==> src/mif_consts.svh <==
// Constants for the metering interrupt flag block: offsets, bit positions,
// reset values and masks.
// Assumes it is included by bare name after the package and before modules.
//
// Summary of operation
// [RULE_01] Every supported event sets its own bit in the event status word.
// [RULE_02] Interrupt request pin is pulled low while any enabled flag is set.
// [RULE_03] Host reads the status word first when servicing a request.
// [RULE_04] Bit 0 sets when active energy accumulator MSB rises, half full.
// [RULE_05] Bit 1 sets on a line voltage dip or missing zero crossings.
// [RULE_06] Bit 2 sets when half-line-cycle energy accumulation completes.
// [RULE_07] Bit 3 sets each time the waveform sample register is loaded.
// [RULE_08] Bit 4 follows the zero-crossing logic level, not latched.
// [RULE_09] Bit 5 sets when a temperature result becomes available.
// [RULE_10] Bit 6 sets after hardware or software reset; never raises interrupt.
// [RULE_11] Bit 7 sets when the active energy accumulator overflows.
// [RULE_12] Bit 8 sets when a voltage sample exceeds the voltage peak threshold.
// [RULE_13] Bit 9 sets when a current sample exceeds the current peak threshold.
// [RULE_14] Bit 10 sets when apparent energy accumulator MSB rises, half full.
// [RULE_15] Bit 11 sets when the apparent energy accumulator overflows.
// [RULE_16] Bit 12 sets when zero crossings are missing for programmed cycles.
// [RULE_17] Bit 13 sets when power changes from negative to positive.
// [RULE_18] Bit 14 sets when power goes positive to negative; bit 15 reserved.
// [RULE_19] Clear-on-read status returns flags, then clears all latched flags.
// [RULE_20] Interrupt pin floats once no set flag is enabled.
`ifndef MIF_CONSTS_SVH
`define MIF_CONSTS_SVH

// Register offsets
`define MIF_OFS_ENABLE 6'h0A
`define MIF_OFS_STATUS 6'h0C
`define MIF_OFS_STATUS_CLR 6'h0D
`define MIF_OFS_DIE_REV 6'h3F

// Status bit positions
`define MIF_BIT_AE_HALF 0
`define MIF_BIT_DIP 1
`define MIF_BIT_CYC 2
`define MIF_BIT_WAVE 3
`define MIF_BIT_ZERO 4
`define MIF_BIT_TEMP 5
`define MIF_BIT_RESET 6
`define MIF_BIT_AE_OVF 7
`define MIF_BIT_V_PEAK 8
`define MIF_BIT_I_PEAK 9
`define MIF_BIT_VAHF 10
`define MIF_BIT_VAOF 11
`define MIF_BIT_ZERO_TMO 12
`define MIF_BIT_POS 13
`define MIF_BIT_NEG 14

// Reset values and masks
`define MIF_ENABLE_RST 16'h0000
`define MIF_STATUS_RST 16'h0040
`define MIF_IRQ_ABLE 16'h7FBF
`define MIF_STATUS_USED 16'h7FFF

`endif

==> src/mif_pkg.sv <==
// Types for the metering interrupt flag block.
// Assumes the event sources share the block clock.
package mif_pkg;

    // Event strobes and levels from the measurement datapath
    typedef struct packed {
        logic ae_msb;
        logic ae_overflow;
        logic va_msb;
        logic va_overflow;
        logic voltage_dip;
        logic no_zero_cross;
        logic cycle_done;
        logic sample_load;
        logic zero_cross;
        logic temp_done;
        logic zx_timeout;
        logic power_negative;
    } mif_events_t;

    // Waveform samples for peak detection
    typedef struct packed {
        logic v_valid;
        logic signed [23:0] v_sample;
        logic i_valid;
        logic signed [23:0] i_sample;
    } mif_wave_t;

    // Register access request
    typedef struct packed {
        logic rd;
        logic wr;
        logic [5:0] addr;
        logic [15:0] wdata;
    } mif_reg_req_t;

endpackage

==> src/mif_interrupt_flags.sv <==
// Interrupt status, enable and request logic of the energy metering device.
// Assumes event inputs, thresholds and register requests come from logic on
// i_ref_clk; the serial port decodes frames into one-cycle rd/wr strobes.
`timescale 1ns/10ps
`default_nettype none

`include "mif_consts.svh"

module mif_interrupt_flags #(
    parameter logic [7:0] DIE_REVISION_CODE = 8'h11 // Arbitrary value
) (
    input wire logic i_ref_clk,
    input wire logic i_rst,
    input wire logic i_sw_rst,
    input wire mif_pkg::mif_events_t i_events,
    input wire mif_pkg::mif_wave_t i_wave,
    input wire logic [23:0] i_voltage_peak_threshold,
    input wire logic [23:0] i_current_peak_threshold,
    input wire mif_pkg::mif_reg_req_t i_reg_req,
    output logic [15:0] o_reg_rdata,
    output logic o_reg_rvalid,
    output logic o_irq_n_out,
    output logic o_irq_n_oe
);
    import mif_pkg::*;

    ////////////////////////////////////////////////////////////////////////
    // Declarations

    logic any_rst;
    logic [15:0] interrupt_enable_mask;
    logic [15:0] latched;
    logic [15:0] event_status_word;
    logic [15:0] set_vec;
    logic [15:0] next_rdata;
    logic ae_msb_d;
    logic va_msb_d;
    logic power_neg_d;
    logic edge_valid;
    logic v_peak_hit;
    logic i_peak_hit;
    logic clr_read;
    logic pending;

    // Either reset restarts the block the same way
    assign any_rst = i_rst | i_sw_rst;

    ////////////////////////////////////////////////////////////////////////
    // Edge detection history

    // Previous levels; edge_valid blocks a false edge on the first cycle
    always_ff @(posedge i_ref_clk)
    begin
        if (any_rst)
        begin
            ae_msb_d <= 1'b0;
            va_msb_d <= 1'b0;
            power_neg_d <= 1'b0;
            edge_valid <= 1'b0;
        end
        else
        begin
            ae_msb_d <= i_events.ae_msb;
            va_msb_d <= i_events.va_msb;
            power_neg_d <= i_events.power_negative;
            edge_valid <= 1'b1;
        end
    end

    ////////////////////////////////////////////////////////////////////////
    // Peak comparison

    // Two identical comparators, one per waveform channel
    mif_peak_compare u_v_peak (
        .i_valid(i_wave.v_valid),
        .i_sample(i_wave.v_sample),
        .i_threshold(i_voltage_peak_threshold),
        .o_hit(v_peak_hit) // see [RULE_12]
    );

    mif_peak_compare u_i_peak (
        .i_valid(i_wave.i_valid),
        .i_sample(i_wave.i_sample),
        .i_threshold(i_current_peak_threshold),
        .o_hit(i_peak_hit) // see [RULE_13]
    );

    ////////////////////////////////////////////////////////////////////////
    // Event set vector

    // One set term per latched flag; bits 4, 6 and 15 are not set here
    always_comb
    begin
        set_vec = 16'h0000;
        set_vec[`MIF_BIT_AE_HALF] = edge_valid & i_events.ae_msb & ~ae_msb_d; // see [RULE_04]
        set_vec[`MIF_BIT_DIP] = i_events.voltage_dip | i_events.no_zero_cross; // see [RULE_05]
        set_vec[`MIF_BIT_CYC] = i_events.cycle_done; // see [RULE_06]
        set_vec[`MIF_BIT_WAVE] = i_events.sample_load; // see [RULE_07]
        set_vec[`MIF_BIT_TEMP] = i_events.temp_done; // see [RULE_09]
        set_vec[`MIF_BIT_AE_OVF] = i_events.ae_overflow; // see [RULE_11]
        set_vec[`MIF_BIT_V_PEAK] = v_peak_hit; // see [RULE_12]
        set_vec[`MIF_BIT_I_PEAK] = i_peak_hit; // see [RULE_13]
        set_vec[`MIF_BIT_VAHF] = edge_valid & i_events.va_msb & ~va_msb_d; // see [RULE_14]
        set_vec[`MIF_BIT_VAOF] = i_events.va_overflow; // see [RULE_15]
        set_vec[`MIF_BIT_ZERO_TMO] = i_events.zx_timeout; // see [RULE_16]
        set_vec[`MIF_BIT_POS] = edge_valid & ~i_events.power_negative & power_neg_d; // see [RULE_17]
        set_vec[`MIF_BIT_NEG] = edge_valid & i_events.power_negative & ~power_neg_d; // see [RULE_18]
    end

    ////////////////////////////////////////////////////////////////////////
    // Register access

    assign clr_read = i_reg_req.rd && (i_reg_req.addr == `MIF_OFS_STATUS_CLR);

    // Enable mask, written whole by the host
    always_ff @(posedge i_ref_clk)
    begin
        if (any_rst)
            interrupt_enable_mask <= `MIF_ENABLE_RST;
        else if (i_reg_req.wr && (i_reg_req.addr == `MIF_OFS_ENABLE))
            interrupt_enable_mask <= i_reg_req.wdata;
    end

    // Sticky flags; a new event in the clearing cycle survives the clear
    always_ff @(posedge i_ref_clk)
    begin
        if (any_rst)
            latched <= `MIF_STATUS_RST; // see [RULE_10]
        else if (clr_read)
            latched <= set_vec; // see [RULE_19]
        else
            latched <= latched | set_vec; // see [RULE_01]
    end

    // Bit 4 is a live copy of the zero-crossing level
    always_comb
    begin
        event_status_word = latched & `MIF_STATUS_USED;
        event_status_word[`MIF_BIT_ZERO] = i_events.zero_cross; // see [RULE_08]
    end

    // Read mux; unmapped addresses read zero
    always_comb
    begin
        unique case (i_reg_req.addr)
            `MIF_OFS_ENABLE: next_rdata = interrupt_enable_mask;
            `MIF_OFS_STATUS: next_rdata = event_status_word;
            `MIF_OFS_STATUS_CLR: next_rdata = event_status_word; // see [RULE_19]
            `MIF_OFS_DIE_REV: next_rdata = {8'h00, DIE_REVISION_CODE};
            default: next_rdata = 16'h0000;
        endcase
    end

    // Read data held until the next read
    always_ff @(posedge i_ref_clk)
    begin
        if (any_rst)
        begin
            o_reg_rdata <= 16'h0000;
            o_reg_rvalid <= 1'b0;
        end
        else
        begin
            o_reg_rvalid <= i_reg_req.rd;
            if (i_reg_req.rd)
                o_reg_rdata <= next_rdata;
        end
    end

    ////////////////////////////////////////////////////////////////////////
    // Interrupt request pin

    // Reset flag and reserved bit can never drive the request
    assign pending = |(event_status_word & interrupt_enable_mask & `MIF_IRQ_ABLE);

    // Open drain: pull low while pending, otherwise float
    always_ff @(posedge i_ref_clk)
    begin
        if (any_rst)
            o_irq_n_oe <= 1'b0;
        else
            o_irq_n_oe <= pending; // see [RULE_02] [RULE_20]
    end

    // Driven level is always low; only the enable moves
    assign o_irq_n_out = 1'b0;
endmodule

////////////////////////////////////////////////////////////////////////////
// Peak comparator, one per waveform channel

module mif_peak_compare (
    input wire logic i_valid,
    input wire logic signed [23:0] i_sample,
    input wire logic [23:0] i_threshold,
    output logic o_hit
);
    import mif_pkg::*;

    logic [23:0] mag;

    // Most negative code saturates; plain negation would wrap it to itself
    always_comb
    begin
        if (i_sample == 24'sh800000)
            mag = 24'h7FFFFF;
        else if (i_sample[23])
            mag = 24'(-i_sample);
        else
            mag = 24'(i_sample);
    end

    // Strict compare: a sample equal to the threshold is not a peak
    assign o_hit = i_valid && (mag > i_threshold);
endmodule

`default_nettype wire

==> config.mk <==
export PLATFORM = sky130hd
export DESIGN_NAME = mif_interrupt_flags
export DESIGN_NICKNAME = d
export VERILOG_FILES = /design/src/mif_pkg.sv /design/src/mif_interrupt_flags.sv
export VERILOG_INCLUDE_DIRS = /design/src
export SDC_FILE = /design/constraint.sdc
export NUM_CORES = 1
export LEC_CHECK = 0
export BUFFER_PORTS_ARGS = -buffer_cell sky130_fd_sc_hd__buf_2
export CORE_MARGIN = 3
export CORE_UTILIZATION = 55
export DETAILED_ROUTE_END_ITERATION = 10
export HOLD_SLACK_MARGIN = 0.08
export PLACE_DENSITY_LB_ADDON = 0.08
export SETUP_SLACK_MARGIN = 0.2
export SYNTH_ARGS = -nofsm -noshare
export SYNTH_HDL_FRONTEND = slang
export SYNTH_SLANG_ARGS = --single-unit
==> constraint.sdc <==
create_clock -name i_ref_clk -period 7.11 [get_ports i_ref_clk]
set_clock_uncertainty 0.15 [all_clocks]
set_input_delay 1.422 -clock i_ref_clk [delete_from_list [all_inputs] [get_ports i_ref_clk]]
set_output_delay 1.422 -clock i_ref_clk [all_outputs]
set_load 0.005 [all_outputs]
==> qor_table.md, run 1 <==
| Parameter | Value | Unit |
| --- | --- | --- |
| Initial cell density of the core | 57.1 | % |
| Average size of a mapped cell | 7.41 | um^2 |
| Synthesized Nets | 785 | - |
| Cells resized by post-CTS repair | 0 | - |
| Count of endpoints failing setup in the final report | 0 | - |
| Buf/Inv on CP | 1 | - |
| CTS tree | done | - |
| Bufs on Longest Clock Path | 2 | - |
| Overall via count from detail_route | 4781 | - |
| Clk Tree Root Cell | sky130_fd_sc_hd__clkbuf_8 | - |
| Total congestion overflow after global routing | 0 | - |
| Post-synth design cell area | 4430 | um^2 |
| Setup TNS Final | 0 | ns |
| Post-Layout Cell Count | 831 | - |
| Switching power summed over all nets | 0.223 | mW |
| Die area | 9170 | um^2 |
| Core Region | 7770 | um^2 |
| Critical Path RT | 7.18 | ns |
| Largest stage delay on the critical path | 0.81 | ns |
| Setup repair after global routing missed its margin | no | - |
| Kind of path behind the tightest hold check | register to register | - |
| Per-cell routed wire length | 14.6 | um |
| Antenna violations before repair | 0 | - |
| Width of the chip | 95.8 | um |
| Synth Instances | 598 | - |
| Kind of critical path | input port to register | - |
| Fraction of final layout cells with drive strength greater than 1 | 24.4 | % |
| Sum of routed wire length over all layers | 12.1 | mm |
| Number of endpoints with negative hold slack in the final report | 0 | - |
| Most common cell after layout, fill and taps aside | sky130_fd_sc_hd__buf_2 | - |
| Global-route wire length before repair | 18.9 | mm |
| Commonest cells after routing, fill and taps aside | 154 x sky130_fd_sc_hd__buf_2, 64 x sky130_fd_sc_hd__nand2_1, 57 x sky130_fd_sc_hd__nor2_1 | - |
| GRT Resource Usage Total | 25.5 | % |
| Number of maximum-capacitance violations | 0 | - |
| IO Count | 156 | - |
| Clock network power share | 25.9 | % |
| Arrival time of data at the critical path endpoint | 4.75 | ns |
| Worst reg-to-reg path cell count | 4 | - |
| Standard-cell row count | 32 | - |
| Remaining DRCs | 0 | - |
| Pin count of the biggest net entering global routing | 48 | - |
| Internal power summed over all cells | 0.467 | mW |
| Largest fanout on the critical path | 16 | - |
| Post-synthesis to final-layout area growth | 19.8 | % |
| Maximum clock frequency | 214 | MHz |
| RD Place Congestion | 0.950 | - |
| ANT nets after route | 0 | - |
| Reported leakage power | 2.54 | nW |
| Power per unit of standard cell area | 130 | nW/um^2 |
| Count of TritonRoute iterations in the first routing pass | 4 | - |
| Top_reg_cell synth | sky130_fd_sc_hd__dfxtp_1 | - |
| Detailed-placement wirelength estimate | 9.70 | mm |
| Combinational fraction of design power | 30.3 | % |
| Sequential fraction of design power | 43.8 | % |
| Max-slew violations | 0 | - |
| Buffers inserted by post-CTS timing repair | 0 | - |
| Number of storage elements in the synthesis netlist | 52 | - |
| Cell Chain, Critical Path | buf_2 -> or3_1 -> or3b_1 -> or4_1 -> o21ai_1 -> o22a_1 -> ha_1 -> nand4_1 -> nor4_1 -> a311oi_1 -> a211oi_1 | - |
| Final Total Pwr | 0.690 | mW |
| CTS hold repair buffers | 0 | - |
| Number of placed instances, taps included | 823 | - |
| Count of cells along the worst hold path | 2 | - |
| Via count of the first global-routing pass | 4391 | - |
| Setup crit end kind | register | - |
| Deepest level of the CTS H-tree | 2 | - |
| Crit-path leading delay family | simple AND/OR/NAND/NOR gates | - |
| Switching fraction of total power | 32.3 | % |
| Fin crit period | 4.68 | ns |
| Levels on crit path | 11 | - |
| Slowest CP cell | sky130_fd_sc_hd__or4_1 | - |
| Yosys synthesis warning count | 0 | - |
| Final period utilization | 65.9 | % |
| Sequential cell area fraction in the yosys report | 23.5 | % |
| Detailed-route vias per instance | 5.75 | - |
| Clk Latency, worst-skew pair | 0.31 | ns |
| CP Launch Type | input port | - |
| Number of clock buffers inserted by TritonCTS | 5 | - |
| Tightest Pin Transition | 0.888 | ns |
| Library cells used by synthesis | 52 | - |
| Clock-pin slew of the registers on the worst-case setup and hold paths | 0.10 | ns |
| Async set or reset register ratio after synthesis | 0 | % |
| Final nets | 915 | - |
| Result of the run | finished clean | - |
| Post-synth EDFFs | 0 | - |
| Max_slew headroom | 40.8 | % |
| I/O Buffers | 154 | - |
| Diodes inserted | 0 | - |
| Vert. Die Dim | 95.8 | um |
| Max VDD drop | 0.106 | mV |
| # clock sinks | 52 | - |
| Drt initial violations | 156 | - |
| Utilization of the core after routing | 68.4 | % |
[through the flow]
step	hold slack [ns]	setup WS, ns	area (um^2)
2_1_floorplan	0.273	2.56	4430
3_3_place_gp	0.292	2.21	5220
3_5_place_dp	0.296	2.16	5220
4_1_cts	0.312	2.47	5310
5_1_grt	0.349	2.19	5310
6_report	0.307	2.43	5310
[worst reg2reg max path: stages (launching register included)]
cell and delay, ns:
sky130_fd_sc_hd__dfxtp_1 0.36, sky130_fd_sc_hd__a22oi_1 0.24, sky130_fd_sc_hd__nand2_1 0.08, sky130_fd_sc_hd__a221oi_1 0.23, sky130_fd_sc_hd__a31oi_1 0.12
[cell families after synthesis]
group,count (synthesis),share of synthesized area [%]
other cells,1,0.0846
fa+ha+maj,50,14.1
compound gates,160,24.2
flops,52,23.5
xor+xnor,24,4.74
simple gates,218,24.3
buf+inv,87,7.68
mux,6,1.35
[layer usage]
layer	GRT usage (%)	vias to the layer above	wire [um]
li1	-	2411	-
met1	31.1	2168	5100
met2	45.3	178	5900
met3	4.61	24	878
met4	7.94	0	232
met5	0	-	0
[final timing paths]
path,slack [ns],end,start
hold reg to reg,0.31,latched[6]$_SDFFE_PN1P_,latched[6]$_SDFFE_PN1P_
hold / removal,0.31,latched[6]$_SDFFE_PN1P_,latched[6]$_SDFFE_PN1P_
setup reg to reg,5.78,o_irq_n_oe$_SDFF_PN0_,latched[9]$_SDFF_PN0_
setup / recovery,2.43,latched[8]$_SDFF_PN0_,i_wave[28]
[synthesized netlist by cell type, types with 9 or more instances]
master | instances | area (um^2)
sky130_fd_sc_hd__dfxtp_1 | 52 | 1040
sky130_fd_sc_hd__a211oi_1 | 22 | 165
sky130_fd_sc_hd__nand3_1 | 23 | 115
sky130_fd_sc_hd__nand2_1 | 64 | 240
sky130_fd_sc_hd__ha_1 | 50 | 626
sky130_fd_sc_hd__nand4_1 | 11 | 68.8
sky130_fd_sc_hd__inv_1 | 54 | 203
sky130_fd_sc_hd__or3_1 | 12 | 75.1
sky130_fd_sc_hd__nor3_1 | 9 | 45.0
sky130_fd_sc_hd__xor2_1 | 21 | 184
sky130_fd_sc_hd__a22oi_1 | 19 | 143
sky130_fd_sc_hd__o31ai_1 | 14 | 105
sky130_fd_sc_hd__a21oi_1 | 48 | 240
sky130_fd_sc_hd__o21ai_0 | 14 | 70.1
sky130_fd_sc_hd__clkbuf_1 | 29 | 109
sky130_fd_sc_hd__nor2_1 | 57 | 214
[power by group through the flow]
stage                     Clock (mW)  Combinational, mW  Sequential (mW)
after floorplan                    0              0.128            0.308
final                          0.178              0.209            0.302
after CTS                      0.182              0.209            0.302
after global placement             0              0.201            0.309
after global routing           0.194              0.239            0.303
after detailed placement           0              0.208            0.309
[registers in the layout (all words and copies together), names as in the netlist]
name	flops
ae_msb_d	1
edge_valid	1
interrupt_enable_mask	16
latched	14
o_irq_n_oe	1
o_reg_rdata	16
o_reg_rvalid	1
power_neg_d	1
va_msb_d	1
[layout make-up]
type | count | area [um^2]
Sequential cell | 52 | 1040
Clock buffer | 5 | 68.8
Tap cell | 102 | 128
Timing Repair Buffer | 156 | 786
Clock inverter | 3 | 27.5
Inverter | 54 | 203
Fill cell | 702 | 2460
Multi-Input combinational cell | 459 | 3060
(Power assumes the default switching activity.)
==> run 2, diff against run 1 <==
Settings changed: ABC_AREA set to 1, CORE_UTILIZATION 55 to 53.
Clock period 7.11 ns to 4.6 ns, I/O delays scaled along.
==> run 2 against run 1 <==
Compared with the run above:
- power is 63% higher
- die area is 14% higher
- global-route usage is 0.33 points higher
- worst setup slack worse by 1.6 ns
- routed wire length is 12% higher
- via count is 15% higher
- first-iteration DRC count is 71% higher
- count of clock-buffer cells in the layout is 1 higher
- critical path depth is 1 higher
- clock power is 85% higher
- highest routed layer unchanged
==> qor_table.md, run 2 <==
| Parameter | Value | Unit | Change |
| --- | --- | --- | --- |
| Count leader, synth | sky130_fd_sc_hd__nand2_1 | - |  |
| Global routing usage on met2 | 42.8 | % | -2.5 points |
| R2r setup slk | 3.13 | ns | -2.65 ns |
| Drt initial violations | 267 | - | +71% |
| Number of storage elements in the synthesis netlist | 52 | - | unchanged |
| Kind of critical path | input port to register | - |  |
| Largest stage delay on the critical path | 0.49 | ns | -0.32 ns |
| Final nets | 1139 | - | +24% |
| Reported leakage power | 3.22 | nW | +27% |
| Yosys top cell by area | sky130_fd_sc_hd__dfxtp_1 | - |  |
| CTS tree | done | - |  |
| Post-synth design cell area | 4930 | um^2 | +11% |
| Final period utilization | 82.2 | % |  |
| Cell Chain, Critical Path | buf_2 -> clkinv_1 -> nor4_2 -> nand2_1 -> nand3_1 -> ha_1 -> a21oi_1 -> o21ai_0 -> a21oi_1 -> nand3_1 -> nand2_1 -> a21oi_1 | - |  |
| Via count of the first global-routing pass | 5102 | - | +16% |
| Kind of path behind the tightest hold check | register to register | - |  |
| Number of maximum-capacitance violations | 0 | - | unchanged |
| Tightest Pin Transition | 0.966 | ns | +0.0784 ns |
| RD Place Congestion | 0.938 | - | -1.3% |
| Die area | 10500 | um^2 | +14% |
| Cells resized by post-CTS repair | 0 | - | unchanged |
| GRT Resource Usage Total | 25.8 | % | +0.33 points |
| Per-cell routed wire length | 12.8 | um | -12% |
| Gr busiest metal | met2 | - |  |
| Async set or reset register ratio after synthesis | 0 | % | unchanged |
| Fillers | 861 | - | +23% |
| Yosys synthesis warning count | 0 | - | unchanged |
| Synthesized Nets | 998 | - | +27% |
| Buffers inserted by post-CTS timing repair | 0 | - | unchanged |
| Max-slew violations | 0 | - | unchanged |
| Count of TritonRoute iterations in the first routing pass | 5 | - | +1 |
| Utilization of the core after routing | 65.7 | % | -2.7 points |
| Clk Latency, worst-skew pair | 0.30 | ns | about the same |
| Clock-pin slew of the registers on the worst-case setup and hold paths | 0.09 | ns | about the same |
| Vert. Die Dim | 102 | um | +6.9% |
| Cell types with the largest area share after synthesis | sky130_fd_sc_hd__dfxtp_1 21%, sky130_fd_sc_hd__nand2_1 17%, sky130_fd_sc_hd__ha_1 13%, sky130_fd_sc_hd__inv_1 9.9%, sky130_fd_sc_hd__nor2_1 7.4% | - |  |
| Global-route track usage on met1 | 35.2 | % | +4.0 points |
| Setup crit end kind | register | - |  |
| Detailed-placement wirelength estimate | 11.3 | mm | +16% |
| Deepest level of the CTS H-tree | 2 | - | unchanged |
| ANT nets after route | 0 | - | unchanged |
| Synth Instances | 811 | - | +36% |
| Global-route wire length before repair | 22.3 | mm | +18% |
| Overall via count from detail_route | 5480 | - | +15% |
| IO Count | 156 | - | unchanged |
| Core Region | 8890 | um^2 | +14% |
| Diodes inserted | 0 | - | unchanged |
| Count of endpoints failing setup in the final report | 0 | - | unchanged |
| Max VDD drop | 0.189 | mV | +79% |
| Top_reg_cell synth | sky130_fd_sc_hd__dfxtp_1 | - |  |
| Crit-path leading delay family | simple AND/OR/NAND/NOR gates | - |  |
| Most common cell after layout, fill and taps aside | sky130_fd_sc_hd__nand2_1 | - |  |
| Final Total Pwr | 1.13 | mW | +63% |
| Library cells used by synthesis | 46 | - | -12% |
| Arrival time of data at the critical path endpoint | 3.78 | ns | -0.97 ns |
| Initial cell density of the core | 55.4 | % | -1.7 points |
| Pin count of the biggest net entering global routing | 33 | - | -31% |
| Fin crit period | 3.78 | ns |  |
| Maximum clock frequency | 265 | MHz |  |
| Largest fanout on the critical path | 24 | - | +8 |
| Met3 routing resource usage after global routing | 4.03 | % | -0.59 points |
| Post-synthesis to final-layout area growth | 18.6 | % |  |
| Slowest CP cell | sky130_fd_sc_hd__nand2_1 | - |  |
| CTS hold repair buffers | 0 | - | unchanged |
| Remaining DRCs | 0 | - | unchanged |
| Max_slew headroom | 35.5 | % | -5.3 points |
| Setup repair after global routing missed its margin | no | - |  |
| Average size of a mapped cell | 6.07 | um^2 | -18% |
| I/O Buffers | 154 | - | unchanged |
| Buf/Inv on CP | 2 | - | +1 |
| Detailed-route vias per instance | 5.16 | - | -10% |
| Setup TNS Final | 0 | ns | unchanged |
| Width of the chip | 102 | um | +6.9% |
| Number of clock buffers inserted by TritonCTS | 5 | - | unchanged |
| Antenna violations before repair | 0 | - | unchanged |
| Most numerous cell on the critical path | sky130_fd_sc_hd__a21oi_1 | - |  |
| # clock sinks | 52 | - | unchanged |
| Critical Path RT | 4.60 | ns | -2.58 ns |
| Sequential cell area fraction in the yosys report | 21.1 | % | -2.4 points |
| Post-synth EDFFs | 0 | - | unchanged |
| Top post-synthesis cells by count | 222 x sky130_fd_sc_hd__nand2_1, 130 x sky130_fd_sc_hd__inv_1, 97 x sky130_fd_sc_hd__nor2_1 | - |  |
| Sum of routed wire length over all layers | 13.6 | mm | +12% |
| Total congestion overflow after global routing | 0 | - | unchanged |
| Number of endpoints with negative hold slack in the final report | 0 | - | unchanged |
| Commonest cells after routing, fill and taps aside | 222 x sky130_fd_sc_hd__nand2_1, 154 x sky130_fd_sc_hd__buf_2, 130 x sky130_fd_sc_hd__inv_1 | - |  |
| Area share of the leading cell type in the synthesized netlist | 21.1 | % | -2.4 points |
| Fraction of final layout cells with drive strength greater than 1 | 19.7 | % | -4.7 points |
| CP Launch Type | input port | - |  |
| Result of the run | finished clean | - |  |
| Registers with the highest flip-flop counts | interrupt_enable_mask: 16 flops, o_reg_rdata: 16 flops, latched: 14 flops | - |  |
| Standard-cell row count | 34 | - | +6.3% |
| Bufs on Longest Clock Path | 2 | - | unchanged |
| Power per unit of standard cell area | 193 | nW/um^2 | +49% |
| Clk Tree Root Cell | sky130_fd_sc_hd__clkbuf_8 | - |  |
## run 2: final timing paths
kind / start / to / cells after the start
worst min-delay path: o_reg_rdata[11]$_SDFFE_PN0P_ / o_reg_rdata[11]$_SDFFE_PN0P_ / 2
worst max-delay path: i_wave[48] / latched[8]$_SDFF_PN0_ / 12
worst min register to register: o_reg_rdata[11]$_SDFFE_PN0P_ / o_reg_rdata[11]$_SDFFE_PN0P_ / 2
worst max register to register: latched[3]$_SDFF_PN0_ / o_irq_n_oe$_SDFF_PN0_ / 6
## run 2: routing by layer
layer  routed length, um  vias up
met5                   0        -
met4                 297        0
met3                 957       18
met2                6120      195
met1                6200     2410
li1                    -     2857
## run 2: logic make-up (layout without fill, tap and decap cells)
group,after synthesis,after routing,synth area share [%]
buffers and inverters,156,298,12.7
other,1,1,0.0761
AOI/OAI and AO/OA,112,112,12.7
DFF,52,52,21.1
xor gates and xnor gates,23,23,4.09
adders and majority gates,50,50,12.7
and+or+nand+nor,417,417,36.6
## run 2: final cells by class
| cell class | instances | area [um^2] | share of cell area, % |
|---|---|---|---|
| Sequential cell | 52 | 1040 | 17.8 |
| Clock buffer | 6 | 82.6 | 1.41 |
| Multi-Input combinational cell | 603 | 3260 | 55.8 |
| Timing Repair Buffer | 155 | 778 | 13.3 |
| Tap cell | 108 | 135 | 2.31 |
| Inverter | 135 | 509 | 8.72 |
| Clock inverter | 2 | 38.8 | 0.664 |
## run 2: report_power, final
part           switching [mW]  internal (mW)
combinational           0.194          0.143
clock                   0.152          0.178
sequential            0.00425          0.457
total                   0.350          0.777
## run 2: worst min-delay path, delay by kind of cell, from the launching register on
kind | cells | cell delay [ns]
flip-flops | 1 | 0.32
AND/OR/NAND/NOR | 1 | 0.06
AO/OA/AOI/OAI | 1 | 0.05
## run 2: through the flow
| stage | setup slack, ns | hold slack [ns] | instances | cell area [um^2] |
|---|---|---|---|---|
| after floorplan | 1.54 | 0.269 | 811 | 4930 |
| after global placement | 0.679 | 0.278 | 1053 | 5720 |
| after detailed placement | 0.520 | 0.303 | 1053 | 5720 |
| after CTS | 0.833 | 0.318 | 1061 | 5840 |
| after global routing | 0.410 | 0.332 | 1061 | 5840 |
| final | 0.819 | 0.314 | 1061 | 5840 |
==> run 3, diff against run 2 <==
Clock period 4.6 ns to 3.6 ns, I/O delays scaled along.
==> run 3 against run 2 <==
Compared with the run above:
- worst setup slack worse by 0.34 ns
- sequential cell count stayed put
- first-iteration DRC count down 15%
- non-clock buffer count rose by 5
- via count rose by 2.2%
- routed wire length is 2.0% higher
- largest cell class unchanged
- die area did not move
- count of clock-buffer cells in the layout shrank 1
- register-to-register slack got worse by 1.0 ns
- power increased by 32%
- global-route usage increased by 0.49 points
- cell count rose by 0.47%
==> qor_table.md, run 3 (synthesized netlist as in run 2, its figures left out) <==
| Parameter | Value | Unit | Change |
| --- | --- | --- | --- |
| Kind of critical path | input port to register | - |  |
| Pre-CTS setup slack | 0.0661 | ns | -0.454 ns |
| Fraction of final layout cells with drive strength greater than 1 | 20.4 | % | +0.63 points |
| Remaining DRCs | 0 | - | unchanged |
| Registers with the highest flip-flop counts | interrupt_enable_mask: 16 flops, o_reg_rdata: 16 flops, latched: 14 flops | - |  |
| Detailed-route vias per instance | 5.25 | - | +1.7% |
| Utilization of the core after routing | 66.4 | % | +0.72 points |
| Max VDD drop | 0.226 | mV | +20% |
| Commonest cells after routing, fill and taps aside | 222 x sky130_fd_sc_hd__nand2_1, 154 x sky130_fd_sc_hd__buf_2, 130 x sky130_fd_sc_hd__inv_1 | - |  |
| Core Region | 8890 | um^2 | unchanged |
| Worst setup path startpoint | i_wave[1] | - |  |
| CP Launch Type | input port | - |  |
| Number of placed instances, taps included | 1058 | - | +0.47% |
| Final nets | 1145 | - | +0.53% |
| Reported leakage power | 3.24 | nW | +0.85% |
| Die area | 10500 | um^2 | unchanged |
| Width of the chip | 102 | um | unchanged |
| Bufs on Longest Clock Path | 2 | - | unchanged |
| Total congestion overflow after global routing | 0 | - | unchanged |
| Tightest Pin Transition | 0.972 | ns | +0.00609 ns |
| Setup crit end kind | register | - |  |
| Final period utilization | 86.7 | % |  |
| Final Total Pwr | 1.49 | mW | +32% |
| Critical Path RT | 3.68 | ns | -0.92 ns |
| CTS tree | done | - |  |
| Fin crit period | 3.12 | ns |  |
| Post-synthesis to final-layout area growth | 19.9 | % |  |
| Most common cell after layout, fill and taps aside | sky130_fd_sc_hd__nand2_1 | - |  |
| Result of the run | finished clean | - |  |
| Capture endpoint of the worst hold path | latched[6]$_SDFFE_PN1P_ | - |  |
| Kind of path behind the tightest hold check | register to register | - |  |
| Max-slew violations | 0 | - | unchanged |
| Number of clock buffers inserted by TritonCTS | 5 | - | unchanged |
| Critical register-to-register path startpoint | latched[2]$_SDFF_PN0_ | - |  |
| Diodes inserted | 0 | - | unchanged |
| Clk Latency, worst-skew pair | 0.31 | ns | about the same |
| # clock sinks | 52 | - | unchanged |
| Maximum clock frequency | 320 | MHz |  |
| Largest fanout on the critical path | 19 | - | -21% |
| Pin count of the biggest net entering global routing | 33 | - | unchanged |
| Origin of the worst min-delay path | latched[6]$_SDFFE_PN1P_ | - |  |
| Detailed-placement wirelength estimate | 11.4 | mm | +1.4% |
| Post-Layout Cell Count | 1066 | - | +0.47% |
| Clock-pin slew of the registers on the worst-case setup and hold paths | 0.09 | ns | about the same |
| Min setup slack post-route | 0.479 | ns | -0.341 ns |
| Vert. Die Dim | 102 | um | unchanged |
| Count of cells along the worst hold path | 2 | - | unchanged |
| Fillers | 880 | - | +2.2% |
| Number of maximum-capacitance violations | 0 | - | unchanged |
| Number of endpoints with negative hold slack in the final report | 0 | - | unchanged |
| R2r setup slk | 2.10 | ns | -1.03 ns |
| Max_slew headroom | 35.1 | % | -0.41 points |
| Setup repair after global routing missed its margin | no | - |  |
| Drt initial violations | 227 | - | -15% |
| IO Count | 156 | - | unchanged |
| GRT Resource Usage Total | 26.3 | % | +0.49 points |
| Count of TritonRoute iterations in the first routing pass | 5 | - | unchanged |
| Arrival time of data at the critical path endpoint | 3.20 | ns | -0.58 ns |
| Standard-cell row count | 34 | - | unchanged |
| Power per unit of standard cell area | 252 | nW/um^2 | +31% |
| Deepest level of the CTS H-tree | 2 | - | unchanged |
| Terminus of the critical flop-to-flop path | o_irq_n_oe$_SDFF_PN0_ | - |  |
| RD Place Congestion | 0.929 | - | -0.96% |
| Global-route wire length before repair | 22.5 | mm | +1.2% |
| Initial cell density of the core | 55.4 | % | unchanged |
| Antenna violations before repair | 0 | - | unchanged |
| Per-cell routed wire length | 13.0 | um | +1.6% |
| Overall via count from detail_route | 5601 | - | +2.2% |
| Clk Tree Root Cell | sky130_fd_sc_hd__clkbuf_8 | - |  |
| Sum of routed wire length over all layers | 13.8 | mm | +2.0% |
| Worst reg-to-reg path cell count | 6 | - | unchanged |
| I/O Buffers | 154 | - | unchanged |
| ANT nets after route | 0 | - | unchanged |
| Setup TNS Final | 0 | ns | unchanged |
| Count of endpoints failing setup in the final report | 0 | - | unchanged |
| Via count of the first global-routing pass | 5243 | - | +2.8% |
run 3: cell count changes in the layout (fill, tap and decap cells not counted), sizes merged:
cell,change
clkinv,-1
buf,+5
nand2,+1
clkbuf,-1
bufinv,+1
run 3: timing repair:
item,in CTS,in global routing
gates resized for setup,0,4
hold buffers,0,0
setup buffers,0,0
endpoints found under the setup margin,0,1
run 3: metrics by stage:
step,cell area [um^2],hold slack [ns]
global route,5910,0.314
finish,5910,0.305
detailed placement,5760,0.286
floorplan,4930,0.269
global placement,5760,0.280
CTS,5890,0.304
run 3: worst max-delay path by stage:
stage / end / slack (ns)
after global placement: latched[9]$_SDFF_PN0_ / 0.20
after floorplan: latched[9]$_SDFF_PN0_ / 0.74
after CTS: latched[8]$_SDFF_PN0_ / 0.39
after detailed placement: latched[8]$_SDFF_PN0_ / 0.07
final: latched[9]$_SDFF_PN0_ / 0.48
after global routing: latched[9]$_SDFF_PN0_ / 0.22
run 3: cell type report:
| type | instances | area, um^2 | area share, % |
|---|---|---|---|
| clock inverters | 2 | 60.1 | 1.02 |
| multi-input cells | 604 | 3280 | 55.5 |
| flip-flops and latches | 52 | 1040 | 17.6 |
| clock buffers | 5 | 68.8 | 1.17 |
| well taps | 108 | 135 | 2.29 |
| repair buffers | 160 | 816 | 13.8 |
| inverters | 135 | 509 | 8.62 |
run 3: power breakdown:
| part | switching (mW) | internal, mW | leakage [nW] |
|---|---|---|---|
| Clock | 0.185 | 0.274 | 0.0642 |
| Combinational | 0.255 | 0.187 | 2.76 |
| Sequential | 0.00554 | 0.583 | 0.421 |
| Total | 0.446 | 1.04 | 3.24 |
run 3: critical path: stages:
cell and delay, ns:
sky130_fd_sc_hd__buf_2 0.09, sky130_fd_sc_hd__inv_1 0.10, sky130_fd_sc_hd__ha_1 0.21, sky130_fd_sc_hd__nand4_1 0.14, sky130_fd_sc_hd__nor2_2 0.17, sky130_fd_sc_hd__nand2_2 0.10, sky130_fd_sc_hd__nor2_2 0.17, sky130_fd_sc_hd__nand3_4 0.22
sky130_fd_sc_hd__nand3_1 0.15, sky130_fd_sc_hd__ha_1 0.14, sky130_fd_sc_hd__nand2_1 0.07, sky130_fd_sc_hd__nor2_1 0.31, sky130_fd_sc_hd__nand4_1 0.17, sky130_fd_sc_hd__nor2_1 0.13, sky130_fd_sc_hd__nand2_1 0.06, sky130_fd_sc_hd__nand3_1 0.06
sky130_fd_sc_hd__nand2_1 0.05, sky130_fd_sc_hd__a21oi_1 0.11
run 3: routing by layer:
layer	vias up	GRT usage (%)	wire length (um)	part of all wire, %
met5	-	0	0	0
met4	0	6.86	299	2.2
met3	26	4.03	853	6.2
met2	196	43.9	6300	45
met1	2501	35.6	6400	46
li1	2878	-	-	-
